### src/logic/dmct_pkg.sv
// Package for the dual-mode counter/timer block.
// Assumes a single 10 MHz system clock and no register bus.
package dmct_pkg;
    // -----------------------------------------------------------------
    // Mode field encodings
    // -----------------------------------------------------------------
    localparam logic [1:0] MODE_13BIT  = 2'h0; // 13-bit counter/timer
    localparam logic [1:0] MODE_16BIT  = 2'h1; // 16-bit counter/timer
    localparam logic [1:0] MODE_RELOAD = 2'h2; // 8-bit auto-reload
    localparam logic [1:0] MODE_SPLIT  = 2'h3; // split / stopped
    // -----------------------------------------------------------------
    // Counter layout and reset values
    // -----------------------------------------------------------------
    localparam int         LOW5_MSB    = 4;     // Top used bit in 13-bit mode
    localparam logic [7:0] CNT_RST     = 8'h00; // Count byte reset value
    localparam logic [7:0] BYTE_ONES   = 8'hff; // Byte all-ones value
    localparam logic [4:0] LOW5_ONES   = 5'h1f; // Five-bit all-ones value
    // -----------------------------------------------------------------
    // Prescaler divide ratios, indexed by prescale_select
    // -----------------------------------------------------------------
    localparam logic [5:0] PRE_DIV0    = 6'h0c; // Divide by 12
    localparam logic [5:0] PRE_DIV1    = 6'h04; // Divide by 4
    localparam logic [5:0] PRE_DIV2    = 6'h30; // Divide by 48
    localparam logic [5:0] PRE_DIV3    = 6'h08; // Divide by 8
endpackage

### src/logic/dmct_top.sv
// Two classic counter/timers A and B with split mode for timer A.
// Assumes all inputs but the event and gate pins synchronous to CLK_I; control bits held by software.
//
// What this block does
// - Mode 0 forms 13-bit count, five low bits
// - 13-bit wrap sets flag, interrupt if enabled
// - Count-select counts falling edges on event pin
// - Otherwise system clock or prescaled clock
// - Run and gate with polarity enable counting, except timer B while A is split
// - Run bit never clears or reloads count
// - Timer B mirrors timer A in modes 0-2
// - Mode 1 uses full 16 bits
// - Mode 2 reloads low byte from high
// - Split mode: low byte is timer A
// - Split high byte: internal clock, run B, flag B
// - Split: B ignores events, no flag, rate pulse
// - B in mode 3 stops
// - Flags cleared by software or vector acknowledge
`timescale 1ns/1ns
`default_nettype none
module dmct_top (
    input  wire logic                  CLK_I,            // System clock
    input  wire logic                  RSTN_I,           // Async reset, low
    input  wire logic                  RUN_A_I,          // Run bit A
    input  wire logic                  RUN_B_I,          // Run bit B
    input  wire logic                  GATED_RUN_A_I,    // Gate enable A
    input  wire logic                  GATED_RUN_B_I,    // Gate enable B
    input  wire logic                  COUNT_SEL_A_I,    // Event count A
    input  wire logic                  COUNT_SEL_B_I,    // Event count B
    input  wire logic                  SYSCLK_SEL_A_I,   // Sysclk select A
    input  wire logic                  SYSCLK_SEL_B_I,   // Sysclk select B
    input  wire logic [1:0]            MODE_A_I,         // Mode field A
    input  wire logic [1:0]            MODE_B_I,         // Mode field B
    input  wire logic [1:0]            PRESCALE_SELECT_I,// Prescaler choice
    input  wire logic                  GATE_POLARITY_A_I,// Active gate lvl A
    input  wire logic                  GATE_POLARITY_B_I,// Active gate lvl B
    input  wire logic                  IRQ_ENABLE_A_I,   // Int enable A
    input  wire logic                  IRQ_ENABLE_B_I,   // Int enable B
    input  wire logic                  EXT_GATE_IN_A_I,  // Gate pin A
    input  wire logic                  EXT_GATE_IN_B_I,  // Gate pin B
    input  wire logic                  EVENT_PIN_A_I,    // Event pin A
    input  wire logic                  EVENT_PIN_B_I,    // Event pin B
    input  wire logic                  CNT_WR_I,         // Count byte write
    input  wire logic [1:0]            CNT_WR_SEL_I,     // 0 AL,1 AH,2 BL,3 BH
    input  wire logic [7:0]            CNT_WR_DATA_I,    // Count write data
    input  wire logic                  FLAG_A_CLR_I,     // Software clear A
    input  wire logic                  FLAG_B_CLR_I,     // Software clear B
    input  wire logic                  VECTOR_A_I,       // Vector ack A
    input  wire logic                  VECTOR_B_I,       // Vector ack B
    output logic      [7:0]            CNT_A_LOW_BYTE_O, // Count A low
    output logic      [7:0]            CNT_A_HIGH_BYTE_O,// Count A high
    output logic      [7:0]            CNT_B_LOW_BYTE_O, // Count B low
    output logic      [7:0]            CNT_B_HIGH_BYTE_O,// Count B high
    output logic                       OVF_FLAG_A_O,     // Overflow flag A
    output logic                       OVF_FLAG_B_O,     // Overflow flag B
    output logic                       IRQ_A_O,          // Interrupt A
    output logic                       IRQ_B_O,          // Interrupt B
    output logic                       RATE_PULSE_B_O    // B overflow pulse
);
    import dmct_pkg::*;

    // -----------------------------------------------------------------
    // Helper functions
    // -----------------------------------------------------------------
    // Gate qualification, shared by both timers
    function automatic logic run_ok(input logic run, input logic gate,
                                    input logic pin, input logic pol);
        run_ok = run & (~gate | (pin == pol));
    endfunction

    // Divide ratio for the prescaler field
    function automatic logic [5:0] pre_div(input logic [1:0] sel);
        case (sel)
            2'h0:    pre_div = PRE_DIV0;
            2'h1:    pre_div = PRE_DIV1;
            2'h2:    pre_div = PRE_DIV2;
            default: pre_div = PRE_DIV3;
        endcase
    endfunction

    // -----------------------------------------------------------------
    // Input synchronisers
    // -----------------------------------------------------------------
    logic [3:0] sync1_r;   // First stage: event A/B, gate A/B
    logic [3:0] sync2_r;   // Second stage
    logic [1:0] evt_old_r; // Previous synced event levels

    // Two flops per input; only sync2 feeds logic
    always_ff @(posedge CLK_I or negedge RSTN_I) begin
        if (!RSTN_I) begin
            sync1_r   <= 4'hf;
            sync2_r   <= 4'hf;
            evt_old_r <= 2'h3;
        end else begin
            sync1_r   <= {EXT_GATE_IN_B_I, EXT_GATE_IN_A_I,
                          EVENT_PIN_B_I, EVENT_PIN_A_I};
            sync2_r   <= sync1_r;
            evt_old_r <= sync2_r[1:0];
        end
    end

    // Falling edges from successive synced samples
    wire [1:0] evt_fall = evt_old_r & ~sync2_r[1:0];

    // -----------------------------------------------------------------
    // Prescaler: one-cycle enable pulse
    // -----------------------------------------------------------------
    logic [5:0] pre_cnt_r; // Prescale counter
    wire  [5:0] pre_last = pre_div(PRESCALE_SELECT_I) - 6'h01;
    wire        pre_tick = (pre_cnt_r >= pre_last);

    // Wraps at the selected ratio; a ratio change takes effect at once
    always_ff @(posedge CLK_I or negedge RSTN_I) begin
        if (!RSTN_I) begin
            pre_cnt_r <= 6'h00;
        end else if (pre_tick) begin
            pre_cnt_r <= 6'h00;
        end else begin
            pre_cnt_r <= pre_cnt_r + 6'h01;
        end
    end

    // -----------------------------------------------------------------
    // Tick and enable decode
    // -----------------------------------------------------------------
    wire split    = (MODE_A_I == MODE_SPLIT);
    wire int_a    = SYSCLK_SEL_A_I | pre_tick;
    wire int_b    = SYSCLK_SEL_B_I | pre_tick;
    // Timer A low part: events or internal clock
    wire tick_a   = COUNT_SEL_A_I ? evt_fall[0] : int_a;
    // Split high byte: internal clock only, run B, no gate
    wire tick_ah  = int_a;
    // Timer B: no external events while A is split
    wire tick_b   = (COUNT_SEL_B_I && !split) ? evt_fall[1] : int_b;
    wire en_a     = run_ok(RUN_A_I, GATED_RUN_A_I, sync2_r[2],
                           GATE_POLARITY_A_I) & tick_a;
    wire en_ah    = RUN_B_I & tick_ah & split;
    // While A is split, B runs by its mode alone
    wire run_b_ok = split ? 1'b1
                  : run_ok(RUN_B_I, GATED_RUN_B_I, sync2_r[3],
                           GATE_POLARITY_B_I);
    wire en_b     = run_b_ok & tick_b
                  & (MODE_B_I != MODE_SPLIT);

    // -----------------------------------------------------------------
    // Counters
    // -----------------------------------------------------------------
    logic [7:0] al_r, ah_r, bl_r, bh_r; // Count bytes
    logic [7:0] al_nxt, ah_nxt, bl_nxt, bh_nxt;
    logic       ovf_a, ovf_ah, ovf_b;   // One-cycle wrap strobes

    // Next-count logic for timer A (modes 0-3)
    always_comb begin
        al_nxt = al_r;
        ah_nxt = ah_r;
        ovf_a  = 1'b0;
        ovf_ah = 1'b0;
        case (MODE_A_I)
            MODE_13BIT: if (en_a) begin
                // Upper three low bits are don't-care; kept as zero
                al_nxt = {3'h0, al_r[LOW5_MSB:0] + 5'h01};
                if (al_r[LOW5_MSB:0] == LOW5_ONES) begin
                    ah_nxt = ah_r + 8'h01;
                    ovf_a  = (ah_r == BYTE_ONES);
                end
            end
            MODE_16BIT: if (en_a) begin
                al_nxt = al_r + 8'h01;
                if (al_r == BYTE_ONES) begin
                    ah_nxt = ah_r + 8'h01;
                    ovf_a  = (ah_r == BYTE_ONES);
                end
            end
            MODE_RELOAD: if (en_a) begin
                ovf_a  = (al_r == BYTE_ONES);
                al_nxt = ovf_a ? ah_r : al_r + 8'h01;
            end
            default: begin
                if (en_a) begin
                    al_nxt = al_r + 8'h01;
                    ovf_a  = (al_r == BYTE_ONES);
                end
                if (en_ah) begin
                    ah_nxt = ah_r + 8'h01;
                    ovf_ah = (ah_r == BYTE_ONES);
                end
            end
        endcase
    end

    // Next-count logic for timer B (mode 3 holds)
    always_comb begin
        bl_nxt = bl_r;
        bh_nxt = bh_r;
        ovf_b  = 1'b0;
        case (MODE_B_I)
            MODE_13BIT: if (en_b) begin
                bl_nxt = {3'h0, bl_r[LOW5_MSB:0] + 5'h01};
                if (bl_r[LOW5_MSB:0] == LOW5_ONES) begin
                    bh_nxt = bh_r + 8'h01;
                    ovf_b  = (bh_r == BYTE_ONES);
                end
            end
            MODE_16BIT: if (en_b) begin
                bl_nxt = bl_r + 8'h01;
                if (bl_r == BYTE_ONES) begin
                    bh_nxt = bh_r + 8'h01;
                    ovf_b  = (bh_r == BYTE_ONES);
                end
            end
            MODE_RELOAD: if (en_b) begin
                ovf_b  = (bl_r == BYTE_ONES);
                bl_nxt = ovf_b ? bh_r : bl_r + 8'h01;
            end
            default: begin
                bl_nxt = bl_r;
            end
        endcase
    end

    // Count registers; software writes take priority over counting.
    // Run bit has no path here, so enabling never disturbs the count.
    always_ff @(posedge CLK_I or negedge RSTN_I) begin
        if (!RSTN_I) begin
            al_r <= CNT_RST;
            ah_r <= CNT_RST;
            bl_r <= CNT_RST;
            bh_r <= CNT_RST;
        end else begin
            al_r <= (CNT_WR_I && CNT_WR_SEL_I == 2'h0) ? CNT_WR_DATA_I
                                                       : al_nxt;
            ah_r <= (CNT_WR_I && CNT_WR_SEL_I == 2'h1) ? CNT_WR_DATA_I
                                                       : ah_nxt;
            bl_r <= (CNT_WR_I && CNT_WR_SEL_I == 2'h2) ? CNT_WR_DATA_I
                                                       : bl_nxt;
            bh_r <= (CNT_WR_I && CNT_WR_SEL_I == 2'h3) ? CNT_WR_DATA_I
                                                       : bh_nxt;
        end
    end

    // -----------------------------------------------------------------
    // Flags and rate pulse
    // -----------------------------------------------------------------
    logic flag_a_r, flag_b_r, rate_b_r;
    // In split mode B's own overflow drives only the rate pulse
    wire  set_a = ovf_a;
    wire  set_b = split ? ovf_ah : ovf_b;

    // Set wins over a clear in the same cycle
    always_ff @(posedge CLK_I or negedge RSTN_I) begin
        if (!RSTN_I) begin
            flag_a_r <= 1'b0;
            flag_b_r <= 1'b0;
            rate_b_r <= 1'b0;
        end else begin
            flag_a_r <= set_a | (flag_a_r & ~FLAG_A_CLR_I
                                          & ~VECTOR_A_I);
            flag_b_r <= set_b | (flag_b_r & ~FLAG_B_CLR_I
                                          & ~VECTOR_B_I);
            rate_b_r <= ovf_b;
        end
    end

    // -----------------------------------------------------------------
    // Outputs
    // -----------------------------------------------------------------
    assign CNT_A_LOW_BYTE_O  = al_r;
    assign CNT_A_HIGH_BYTE_O = ah_r;
    assign CNT_B_LOW_BYTE_O  = bl_r;
    assign CNT_B_HIGH_BYTE_O = bh_r;
    assign OVF_FLAG_A_O      = flag_a_r;
    assign OVF_FLAG_B_O      = flag_b_r;
    assign IRQ_A_O           = flag_a_r & IRQ_ENABLE_A_I;
    assign IRQ_B_O           = flag_b_r & IRQ_ENABLE_B_I;
    assign RATE_PULSE_B_O    = rate_b_r;
endmodule
`default_nettype wire

### config.mk
export PLATFORM = sky130hd
export DESIGN_NAME = dmct_top
export DESIGN_NICKNAME = d
export VERILOG_FILES = /design/src/logic/dmct_pkg.sv /design/src/logic/dmct_top.sv
export SDC_FILE = /design/constraint.sdc
export NUM_CORES = 1
export LEC_CHECK = 0
export ABC_AREA = 1
export BUFFER_PORTS_ARGS = -buffer_cell sky130_fd_sc_hd__buf_4
export CAP_MARGIN = 10
export CORE_UTILIZATION = 35
export DETAILED_ROUTE_END_ITERATION = 10
export PLACE_DENSITY = 0.57
export SYNTH_ARGS = -nofsm -noshare
export SYNTH_HDL_FRONTEND = slang
export SYNTH_SLANG_ARGS = --single-unit
export TNS_END_PERCENT = 10
### constraint.sdc
create_clock -name CLK_I -period 2.4 [get_ports CLK_I]
set_input_delay 0.24 -clock CLK_I [delete_from_list [all_inputs] [get_ports CLK_I]]
set_output_delay 0.24 -clock CLK_I [all_outputs]
set_load 0.05 [all_outputs]
# == Yosys cells after proc, flatten, opt, wreduce, memory -nomap -nowiden ==
# Index checks and enable logic that the tools add are counted.
# word_totals
register_bits,51
latchBits,0
ramBits,0
rom_bits,0
output_inout_bits,37
mem_count,0
# classes
n_addsub,8
multipliers,0
div,0
magnitude_cmp,1
eq_ne,33
shifts,0
n_mux,45
bitwise,27
n_reduce_logical,19
# ops
operator,count
$mux W8,21
$pmux W8 S3,2
$ne A3 B3 Y1 const B,13
$add A8 B1 Y8 const B,4
$eq A8 B8 Y1 const B,4
$pmux W8 S2,2
$pmux W6 S3,1
$mux W1,16
$and A1 B1 Y1,13
$eq A2 B2 Y1 const B,6
$reduce_bool A4 Y1,3
$add A5 B1 Y5 const B,2
$eq A5 B5 Y1 const B,2
$eq A2 B1 Y1 const B,4
$logic_not A2 Y1,4
$add A6 B1 Y6 const B,1
$ge A6 B6 Y1,1
$mux W6,1
$not A1 Y1,6
$or A1 B1 Y1,6
$reduce_and A6 Y1,1
$sub A6 B1 Y6 const B,1
$logic_and A1 B1 Y1,5
$reduce_and A5 Y1,1
other kinds (11),13

# == Longest topological paths before layout ==
# Gate-level depths: netlist of the first run.
# logic_depth
word_depth,12
mapped_depth,15

# == Worst setup path before layout of the first run ==
# OpenSTA, ideal clock, no wires.
# synth_path
kind,register to register
start,"register bl_r[0], in the netlist CNT_B_LOW_BYTE_O[0]"
end,"register bh_r[6], in the netlist CNT_B_HIGH_BYTE_O[6]"
arrival_time_ns,1.993
required_ns,2.324
path_slack_ns,0.331
path_stages_with_launch,12
path_buffers,1
synth_period_minus_slack_ns,2.069
cell_sequence,dfrtp_1 -> ha_1 -> nand2_1 -> nor2_4 -> ha_1 -> nor2_1 -> nor2_1 -> nand4_4 -> nand2_2 -> buf_6 -> nand2_1 -> o21ai_1
# synth_via
elab_chain_len,3
word_cells_on_any_way,5
cone_classes,eq/ne (4); reduce/logical (1)
# synth_rtl
item,line_no,text
from (decl),dmct_top.sv:148,"logic [7:0] al_r, ah_r, bl_r, bh_r;"
from (signal assigned),dmct_top.sv:234,bl_r <= (CNT_WR_I && CNT_WR_SEL_I == 2'h2) ? CNT_WR_DATA_I
$eq A8 B8 Y1 / $eq A5 B5 Y1 (equally long branches),"dmct_top.sv:206, dmct_top.sv:199",
$ne A3 B3 Y1 (no line),n/a,
$reduce_and A5 Y1 (no line) (*),n/a,
to (signal assigned),dmct_top.sv:236,bh_r <= (CNT_WR_I && CNT_WR_SEL_I == 2'h3) ? CNT_WR_DATA_I
to (decl),dmct_top.sv:148,
# Every way passes the cells marked *; elsewhere a longest branch is shown, timed or not.
# A chain may end at the register's enable or synchronous reset.

# == Final worst setup path of the first run ==
# layout_path
start,"register bl_r[0], in the netlist CNT_B_LOW_BYTE_O[0]"
end,"register bh_r[3], in the netlist CNT_B_HIGH_BYTE_O[3]"
# Same word-level chain as after synthesis.

==> key figures, run 1 <==
Yosys
  – Yosys top cell area share: around 29%
  – Synth async-reset ratio: 100.0%
  – Post-synthesis simple-gate area fraction: between 30% and 40%
  – Post-Syn Area per Cell: a little over 7 um^2
  – Top FF cell, synth: dfrtp_1
  – Syn Inst Count: 500
  – Multiplexer share of the synthesized area: 0%
  – Syn_nets: 555
  – Top cells by area, synth: dfrtp_1 29%, nand2_1 15%, nand3_1 8.1%, dfstp_2 7.4%, inv_1 6.8%
  – Adder-cell area share of the yosys netlist: 5.662%
  – Post-synth top area cell: dfrtp_1
  – Post-synth EDFFs: 0
  – Sequential share of the synthesized area: a little over a third
  – Synth Area in Compound Gates: 11.15%
  – Number of distinct library cells after synthesis: 37
  – Warning count from the yosys run: 0
  – Xor and xnor area share after synthesis: 2.725%
  – Post-synth top cells: 145 x nand2_1, 64 x inv_1, 57 x nand3_1, 41 x dfrtp_1, 35 x nor2_1
  – Synthesized flop and latch total: 51
  – Combinational family with the most area after synthesis: simple AND/OR/NAND/NOR gates
  – Count leader, synth: nand2_1
  – Syn Std Cell Area: 0.003536 mm^2

GRT
  – Largest net degree at the start of global routing: 52
  – Most used routing layer: met2
  – First-pass GRT wire length: 15840 um
  – Grt met3 use: 2.915%
  – M1 GR Usage: 28.55%
  – Vias in the first global route: around 3200
  – Global route overflow: 0
  – All-layer global routing usage: 19.51%
  – M2 GR Usage: 30.51%
  – Initial antenna violation count: 0

Detailed routing
  – First-pass DRT Iterations: 4
  – Routed WL: 9764 um
  – DR vias: 3501
  – Routed wire per std cell: between 10 and 15 um
  – Number of remaining DRC errors: 0
  – Starting DRT DRC Count: 134
  – Via-to-Cell Ratio: 4.903
  – Remaining antenna violation count: 0

Job
  – Max-cap viol count: 0

Setup path
  – CP delay by family, top: simple AND/OR/NAND/NOR gates
  – Critical path type: register to register
  – Worst setup startpoint: CNT_B_LOW_BYTE_O[0]$_DFFE_PN0P_
  – WP buf/inv: 0
  – Levels on crit path: 10
  – Crit end category: register
  – R2r startpoint: CNT_B_LOW_BYTE_O[0]$_DFFE_PN0P_
  – Setup crit end: CNT_B_HIGH_BYTE_O[3]$_DFFE_PN0P_
  – Max stage delay on crit path: 0.48 ns
  – Setup slack, reg-to-reg: 0.40 ns
  – Endpoint of the worst register-to-register path: CNT_B_HIGH_BYTE_O[3]$_DFFE_PN0P_
  – R2R depth: 10
  – Critical path arrival: 2.23 ns
  – Slowest-stage cell, CP: dfrtp_1
  – Critical path launch point type: register
  – Cells along the critical path: ha_1 > nand2_1 > nor2_4 > ha_1 > nor2_1 > nor2_1 > nand4_4 > nand2_2 > nand2_1 > o21ai_1
  – Worst path required time: 2.63 ns
  – Critical-path maximum fanout: 12

Clocking
  – Worst skew pair latency: 0.31 ns
  – Post-CTS sizing: 0
  – Cts hold-fix bufs: 1
  – Root Driver: clkbuf_8
  – CTS clock-pin slew for the worst setup and hold paths: 0.09 ns
  – CTS tree: yes
  – Max Root-Sink Buffers: 2
  – Clock Sink Count: 51
  – Cts bufs inserted: 5
  – Setup repair bufs after CTS: 0
  – Clock H-tree levels: 2

Floorplanning
  – IO Pins: 76
  – Core region area: 0.009774 mm^2
  – Die W: slightly above 100 um
  – Die Span Y: a little over 100 um
  – Std cell rows: 36
  – Die ar.: 0.01051 mm^2
  – Initial core utilization: 36.18%

Power and ir drop
  – Peak VDD IR: about 650 uV
  – PwrDens: 922.4 mW/mm^2
  – Pwr Total: 4.015 mW
  – Leak pwr: 2.279 nW

Final layout
  – Layout area overhead: 23.11%
  – Nets: roughly 640
  – Antenna diode count: 0
  – Layout cell share with drive strength beyond 1: 21.86%
  – Fin util: 44.53%
  – Final std cells w/o fill: 714

Timing
  – Worst slew pin tran: approximately 0.67 ns
  – Final Setup Violations: 0
  – RSZ-0062 raised after global routing: no
  – Clock period minus worst slack: 1.996 ns
  – Final setup TNS: 0 ns
  – Worst Skew: 0.006553 ns
  – Max-slew headroom: a little under three fifths
  – Period utilization: 83.17%
  – Slew Limit Fails: 0
  – FMAX: between 0.5 and 0.6 GHz
  – Worst hold slack: 0.03488 ns
  – Final Hold Viols: 0

Place
  – GPL Wtd Cong: approximately 0.86
  – I/O Buffers: 75
  – Placed Cells: just over 700
  – DP HPWL: roughly 7400 um

Status
  – Status: completed

Worst hold path
  – Hold WC Path Type: primary input to register
## metal layers
| layer | vias up | share of wire [%] |
|---|---|---|
| met5 | - | 0 |
| met1 | 1618 | 49 |
| met2 | 100 | 44 |
| met3 | 5 | 6.0 |
| li1 | 1778 | - |
| met4 | 0 | 0.66 |
## final cells by class
cell class	instances	area, um^2
multi-input cells	373	1954
repair buffers	79	595.6
flip-flops and latches	51	1289
clock buffers	6	72.57
clock inverters	2	12.51
well taps	133	166.4
fillers	1010	5421
inverters	70	262.8
## report_power, final
group	leakage [nW]	switching, mW	internal [mW]
clock network	0.0412	0.301	0.205
logic	1.60	1.35	0.694
registers	0.637	0.367	1.10
total	2.28	2.02	2.00
## state kept, by name, summed over array words and instances, names as in the netlist
register	count
CNT_A_HIGH_BYTE_O	8
CNT_A_LOW_BYTE_O	8
CNT_B_HIGH_BYTE_O	8
CNT_B_LOW_BYTE_O	8
pre_cnt_r	6
sync1_r	4
sync2_r	4
evt_old_r	2
OVF_FLAG_A_O	1
OVF_FLAG_B_O	1
RATE_PULSE_B_O	1
## how the worst min path moves through the flow
stage,startpoint,endpoint,slack (ns),cells after the start
2_1_floorplan,RSTN_I,CNT_A_HIGH_BYTE_O[0]$_DFFE_PN0P_,-0.06,0
3_3_place_gp,RSTN_I,CNT_A_LOW_BYTE_O[7]$_DFFE_PN0P_,0.33,1
3_5_place_dp,RSTN_I,CNT_A_LOW_BYTE_O[3]$_DFFE_PN0P_,0.34,1
4_1_cts,EXT_GATE_IN_B_I,sync1_r[3]$_DFF_PN1_,0.02,1
5_1_grt,EVENT_PIN_B_I,sync1_r[1]$_DFF_PN1_,0.01,1
6_report,EXT_GATE_IN_B_I,sync1_r[3]$_DFF_PN1_,0.03,1
## cell usage in the layout, fill, tap and decap left out, types with 2 or more instances in the layout
cell	count
nand4_1	7
nor3_1	4
or2_2	2
inv_2	6
nand2_1	145
ha_1	16
a21oi_2	2
dfstp_2	10
clkbuf_8	5
nand3_1	57
nor2_2	5
a31oi_1	3
o22ai_1	3
nor2_1	35
xor2_1	8
buf_4	78
nor3b_1	3
nor2_4	2
inv_1	64
xnor2_1	3
dfrtp_1	41
nand2_4	3
o21ai_1	11
o21ai_0	30
nand3_2	2
nand2_2	6
a21oi_1	11
o211ai_1	6
## kinds of logic after synthesis
kind of cell             count (synthesis)
flip-flops                              51
XOR/XNOR                                11
adder cells (fa/ha/maj)                 16
AND/OR/NAND/NOR                        275
other                                    1
buffers and inverters                   76
AO/OA/AOI/OAI                           70
## worst reg2reg max path: stages, from the launching register on
cell and delay (ns):
dfrtp_1 0.48, ha_1 0.22, nand2_1 0.09, nor2_4 0.15, ha_1 0.19, nor2_1 0.05, nor2_1 0.17, nand4_4 0.16
nand2_2 0.23, nand2_1 0.10, o21ai_1 0.08
## per-stage QoR
stage | setup WS, ns | area, um^2
final | 0.4039 | 4353
after global routing | 0.1508 | 4353
after CTS | 0.3749 | 4353
after detailed placement | 0.1568 | 4258
after global placement | 0.2017 | 4258
after floorplan | 0.3305 | 3536
(Power assumes the default switching activity.)
==> run 2, diff against run 1 <==
--- a/config.mk
+++ b/config.mk
@@ -10,7 +10,7 @@
 export CAP_MARGIN = 10
 export CORE_UTILIZATION = 35
 export DETAILED_ROUTE_END_ITERATION = 10
-export PLACE_DENSITY = 0.57
+export PLACE_DENSITY = 0.59
 export SYNTH_ARGS = -nofsm -noshare
 export SYNTH_HDL_FRONTEND = slang
 export SYNTH_SLANG_ARGS = --single-unit
==> constraint.sdc (replaced) <==
create_clock -name CLK_I -period 1.7 [get_ports CLK_I]
set_input_delay 0.17 -clock CLK_I [delete_from_list [all_inputs] [get_ports CLK_I]]
set_output_delay 0.17 -clock CLK_I [all_outputs]
set_load 0.05 [all_outputs]
==> run 2 against run 1 <==
Compared with the run above: the flow now finishes with violations (negative setup slack); first-iteration DRC count is 3.0% higher; worst setup slack worse by 0.51 ns; final cell count increased by 6.0%; register-to-register slack worse by 0.51 ns; count of clock-buffer cells in the layout increased by 1; combinational power grew 69%; via count up 4.9%; utilization grew 5.7 points; critical path depth is 2 higher; fmax increased by 10%; design area increased by 13%; critical path type unchanged; highest routed layer unchanged.
==> key figures, run 2 (synthesis results as in run 1) <==
Status
  – Status: finished, violations left
  – Violated checks: negative setup slack

Place
  – Placed Cells: 736
  – I/O Buffers: 75
  – DP HPWL: 7480 um
  – Post-Place Worst Slack: -0.3206 ns
  – GPL Wtd Cong: between 0.8 and 0.9

GRT
  – Largest net degree at the start of global routing: 52
  – Vias in the first global route: around 3400
  – Grt met3 use: 2.712%
  – M2 GR Usage: between 30% and 40%
  – Global route overflow: 0
  – Initial antenna violation count: 0
  – Most used routing layer: met2
  – M1 GR Usage: ~28%
  – All-layer global routing usage: around 20%
  – First-pass GRT wire length: 16170 um

Timing
  – Worst slew pin tran: 0.6724 ns
  – Slew Limit Fails: 0
  – Final Setup Violations: 14
  – Clock period minus worst slack: 1.809 ns
  – RSZ-0062 raised after global routing: yes
  – Period utilization: 106.4%
  – FMAX: 0.5529 GHz
  – Final Hold Viols: 0
  – Max-slew headroom: a little under three fifths
  – Final worst slack: -0.1085 ns
  – Worst Skew: approximately 0.014 ns

Floorplanning
  – Core region area: 0.009774 mm^2
  – Initial core utilization: between 30% and 40%
  – Die W: between 100 and 150 um
  – Die Span Y: between 100 and 150 um
  – IO Pins: 76
  – Std cell rows: 36
  – Die ar.: 0.01051 mm^2

Final layout
  – Nets: 678
  – Fin util: 50.20%
  – Antenna diode count: 0
  – Most common cell after layout, fill and taps aside: nand2_1
  – Most frequent cells in the layout: 137 x nand2_1, 114 x buf_4, 63 x inv_1
  – Layout area overhead: 38.78%
  – Layout cell share with drive strength beyond 1: 31.41%
  – Final std cells w/o fill: approximately 760

Worst hold path
  – Hold WC Path Type: primary input to register
  – Worst hold stages: 2
  – HP Start: FLAG_A_CLR_I
  – Hold Path Sink: OVF_FLAG_A_O$_DFF_PN0_

Clocking
  – Cts bufs inserted: 5
  – Clock Sink Count: around 50
  – CTS tree: yes
  – CTS clock-pin slew for the worst setup and hold paths: 0.11 ns
  – Clock H-tree levels: 2
  – Root Driver: clkbuf_8
  – Worst skew pair latency: about 0.31 ns
  – Max Root-Sink Buffers: 2

Setup path
  – Critical path arrival: 2.05 ns
  – Setup slack, reg-to-reg: -0.11 ns
  – Critical path launch point type: register
  – Crit end category: register
  – Critical-path maximum fanout: 8
  – Critical path type: register to register
  – Endpoint of the worst register-to-register path: CNT_A_HIGH_BYTE_O[4]$_DFFE_PN0P_
  – R2R depth: 12
  – R2r startpoint: pre_cnt_r[3]$_DFF_PN0_
  – Worst path required time: 1.94 ns

Power and ir drop
  – Leak pwr: 2.530 nW
  – Peak VDD IR: between 800 and 900 uV
  – PwrDens: about 1300 mW/mm^2
  – Pwr Total: 6.291 mW

Detailed routing
  – First-pass DRT Iterations: 5
  – Via-to-Cell Ratio: 4.852
  – Remaining antenna violation count: 0
  – Starting DRT DRC Count: 138
  – DR vias: 3673
  – Number of remaining DRC errors: 0
  – Routed wire per std cell: 13.15 um
  – Routed WL: 9953 um

Job
  – Max-cap viol count: 0
## run 2: cell count changes in the layout (fill, tap and decap cells not counted), moves of 3 or more
cell	previous run	this run
nand3_2	2	6
ha_1	16	11
dlygate4sd3_1	1	5
nor2_2	5	11
nor2_1	35	29
buf_4	78	114
nand2_1	145	137
dfrtp_2	0	6
dfrtp_1	41	35
nand3_1	57	52
ha_4	0	3
nand2_4	3	8
## run 2: routing by layer
metal / part of all wire (%) / routed length (um) / vias up
met4: 0.31 / 31 / 0
met5: 0 / 0 / -
met2: 47 / 4668 / 103
li1: - / - / 1864
met3: 4.7 / 471 / 2
met1: 48 / 4781 / 1704
## run 2: report_power, final
group | switching, mW | internal [mW] | leakage, nW | total (mW)
Sequential | 0.403 | 1.57 | 0.629 | 1.97
Clock | 0.426 | 0.442 | 0.0524 | 0.868
Combinational | 2.13 | 1.32 | 1.85 | 3.45
## run 2: how the worst max path moves through the flow
stage / depth (start not counted) / to / from / slack (ns)
finish: 12 / CNT_A_HIGH_BYTE_O[4]$_DFFE_PN0P_ / pre_cnt_r[3]$_DFF_PN0_ / -0.11
global route: 11 / CNT_A_LOW_BYTE_O[5]$_DFFE_PN0P_ / pre_cnt_r[3]$_DFF_PN0_ / -0.21
floorplan: 11 / CNT_B_HIGH_BYTE_O[6]$_DFFE_PN0P_ / CNT_B_LOW_BYTE_O[0]$_DFFE_PN0P_ / -0.14
detailed placement: 13 / CNT_A_HIGH_BYTE_O[4]$_DFFE_PN0P_ / PRESCALE_SELECT_I[0] / -0.32
global placement: 13 / CNT_A_HIGH_BYTE_O[7]$_DFFE_PN0P_ / PRESCALE_SELECT_I[0] / -0.27
CTS: 13 / CNT_A_HIGH_BYTE_O[4]$_DFFE_PN0P_ / pre_cnt_r[3]$_DFF_PN0_ / -0.13
## run 2: repair_timing
item / in CTS / in global routing
gates resized for setup: 9 / 22
endpoints found under the setup margin: 32 / 34
cloned: 1 / 0
setup buffers: 4 / 3
endpoints found under the hold margin: 45 / 0
hold buffers: 5 / 0
pin swaps: 17 / 9
## run 2: metrics by stage
stage	cell area [um^2]	hold WS [ns]	TNS (ns)
after floorplan	3591	-0.1256	-2.350
after global placement	4546	0.2570	-6.525
after detailed placement	4546	0.2631	-7.574
after CTS	4780	0.03748	-1.349
after global routing	4907	0.03665	-4.434
final	4907	0.03988	-1.002
## run 2: area by class of cell
cell class	count	area, um^2
well taps	133	166.4
clock buffers	7	76.32
multi-input cells	374	2138
flip-flops and latches	51	1296
inverters	70	262.8
clock inverters	1	30.03
repair buffers	121	937.1
fillers	991	4867
## run 2: critical path, cell delays in order (launching register included)
cell and delay (ns):
dfrtp_1 0.42, ha_4 0.28, nand2_1 0.06, nor2_2 0.14, nand2_4 0.08, nand4_1 0.09
nand2_2 0.08, a21oi_4 0.20, buf_12 0.13, nand2_8 0.07, nand2_8 0.09, nand2_1 0.06
nand2_1 0.06
==> run 3, diff against run 2 <==
--- a/config.mk
+++ b/config.mk
@@ -14,4 +14,4 @@
 export SYNTH_ARGS = -nofsm -noshare
 export SYNTH_HDL_FRONTEND = slang
 export SYNTH_SLANG_ARGS = --single-unit
-export TNS_END_PERCENT = 10
+export TNS_END_PERCENT = 5
==> run 3 against run 2 <==
Compared with the run above: the flow still finishes with violations (negative setup slack); clock skew hardly changed; count of clock-buffer cells in the layout did not move; combinational power up 8.7%; wire length is 2.3% higher.
==> key figures, run 3 (synthesis results as in run 1) <==
Floorplanning
  – Std cell rows: 36
  – Die Span Y: approximately 100 um
  – Die W: around 100 um
  – Die ar.: 0.01051 mm^2
  – Initial core utilization: 36.18%
  – IO Pins: 76
  – Core region area: 0.009774 mm^2

Clocking
  – Clock Sink Count: 51
  – Root Driver: clkbuf_8
  – Worst skew pair latency: 0.30 ns
  – CTS tree: yes
  – Cts bufs inserted: 5
  – CTS clock-pin slew for the worst setup and hold paths: approximately 0.10 ns
  – Clock H-tree levels: 2
  – Max Root-Sink Buffers: 2

Detailed routing
  – Routed WL: between 10000 and 15000 um
  – DR vias: roughly 3700
  – Routed wire per std cell: 13.25 um
  – First-pass DRT Iterations: 4
  – Via-to-Cell Ratio: 4.789
  – Number of remaining DRC errors: 0
  – Remaining antenna violation count: 0
  – Starting DRT DRC Count: 226

Timing
  – Clock period minus worst slack: approximately 1.8 ns
  – Final Setup Violations: 25
  – Max-slew headroom: 55.93%
  – Worst Skew: 0.01415 ns
  – Final Hold Viols: 0
  – Period utilization: 103.9%
  – FMAX: 0.5661 GHz
  – Final worst slack: -0.06647 ns
  – Worst slew pin tran: 0.6611 ns
  – RSZ-0062 raised after global routing: yes
  – Slew Limit Fails: 0

Setup path
  – Critical path arrival: approximately 2.0 ns
  – Critical path launch point type: register
  – Cells along the critical path: ha_4 > nand2_1 > nand2_2 > nand2_4 > nand3_4 > nor2_4 > nand2_2 > nand2_4 > nand2_4 > nand2_4 > nand2_8 > nand2_2 > nand2_1
  – Crit end category: register
  – Worst path required time: 1.90 ns
  – Slowest-stage cell, CP: dfrtp_1
  – Most used cell, CP: nand2_4
  – Critical-path maximum fanout: 8
  – Critical path type: register to register
  – Max stage delay on crit path: 0.42 ns

Power and ir drop
  – PwrDens: between 1000 and 1500 mW/mm^2
  – Peak VDD IR: 1056 uV
  – Leak pwr: 2.620 nW

Final layout
  – Antenna diode count: 0
  – Final std cells w/o fill: about 770
  – Most frequent cells in the layout: 131 x nand2_1, 120 x buf_4, 63 x inv_1
  – Final cell area excluding filler cells: around 0.0050 mm^2
  – Layout cell share with drive strength beyond 1: around a third
  – Most common cell after layout, fill and taps aside: nand2_1
  – Nets: 689
  – Fin util: between 50 and 60%
  – # fillers: 983
  – Layout area overhead: 42.78%

Job
  – Max-cap viol count: 0

GRT
  – All-layer global routing usage: 20.67%
  – Initial antenna violation count: 0
  – Largest net degree at the start of global routing: 52
  – First-pass GRT wire length: ~17000 um
  – Vias in the first global route: ~3500
  – Global route overflow: 0

Place
  – GPL Wtd Cong: 0.8393
  – Placed Area: roughly 0.0046 mm^2
  – I/O Buffers: 75
  – DP HPWL: 7593 um
  – Placed Cells: 745

Status
  – Status: finished, violations left
  – Violated checks: negative setup slack

Worst hold path
  – Hold WC Path Type: primary input to register
[run 3: worst max-delay path, delay by kind of cell (launching register included)]
| kind | cells | cell delay (ns) |
|---|---|---|
| AND/OR/NAND/NOR | 12 | 0.98 |
| flip-flops | 1 | 0.42 |
| adder cells (fa/ha/maj) | 1 | 0.26 |
[run 3: stage by stage]
step / setup TNS [ns] / setup slack (ns) / hold slack [ns] / power (mW)
finish: -0.8169 / -0.06647 / 0.05800 / 6.470
global placement: -6.840 / -0.2528 / 0.2578 / 5.358
global route: -4.018 / -0.1729 / 0.07317 / 6.935
detailed placement: -8.662 / -0.3150 / 0.2562 / 5.388
floorplan: -2.404 / -0.1444 / -0.1256 / 4.065
CTS: -0.5066 / -0.06398 / 0.05441 / 6.387
[run 3: cell type report]
cell class | instances | area [um^2] | area share, %
Tap cell | 133 | 166.4 | 3.296
Sequential cell | 51 | 1296 | 25.68
Clock inverter | 1 | 30.03 | 0.5948
Inverter | 70 | 262.8 | 5.204
Clock buffer | 7 | 76.32 | 1.512
Timing Repair Buffer | 132 | 1047 | 20.74
Multi-Input combinational cell | 374 | 2170 | 42.97
[run 3: routing by layer]
metal  GRT usage, %  wire length (um)  part of all wire [%]
met2          33.13              4675                    46
met3          3.051               529                   5.2
met1          29.48              4892                    48
met5              0                 0                     0
met4          4.505                79                  0.78
[run 3: path summary, 6_finish.rpt]
kind | startpoint | end | slack, ns | cells past startpoint
worst max-delay path | pre_cnt_r[3]$_DFF_PN0_ | CNT_A_HIGH_BYTE_O[0]$_DFFE_PN0P_ | -0.07 | 13
worst min-delay path | FLAG_A_CLR_I | OVF_FLAG_A_O$_DFF_PN0_ | 0.06 | 2
max in group asynchronous | RSTN_I | CNT_B_LOW_BYTE_O[3]$_DFFE_PN0P_ | 0.78 | 2
worst min register to register | sync1_r[1]$_DFF_PN1_ | sync2_r[1]$_DFF_PN1_ | 0.36 | 0
worst max register to register | pre_cnt_r[3]$_DFF_PN0_ | CNT_A_HIGH_BYTE_O[0]$_DFFE_PN0P_ | -0.07 | 13
min in group asynchronous | RSTN_I | OVF_FLAG_B_O$_DFF_PN0_ | 0.44 | 2
[run 3: power by group]
part,switching [mW],internal [mW]
registers,0.308,1.57
logic,2.30,1.45
clock network,0.403,0.441
[run 3: timing repair]
action	in CTS	in global routing
gates cloned	1	0
pin swaps	14	16
hold buffers	5	0
buffers inserted	4	5
hold endpoints to repair	45	0
endpoints found under the setup margin	32	35
gates resized for setup	19	25
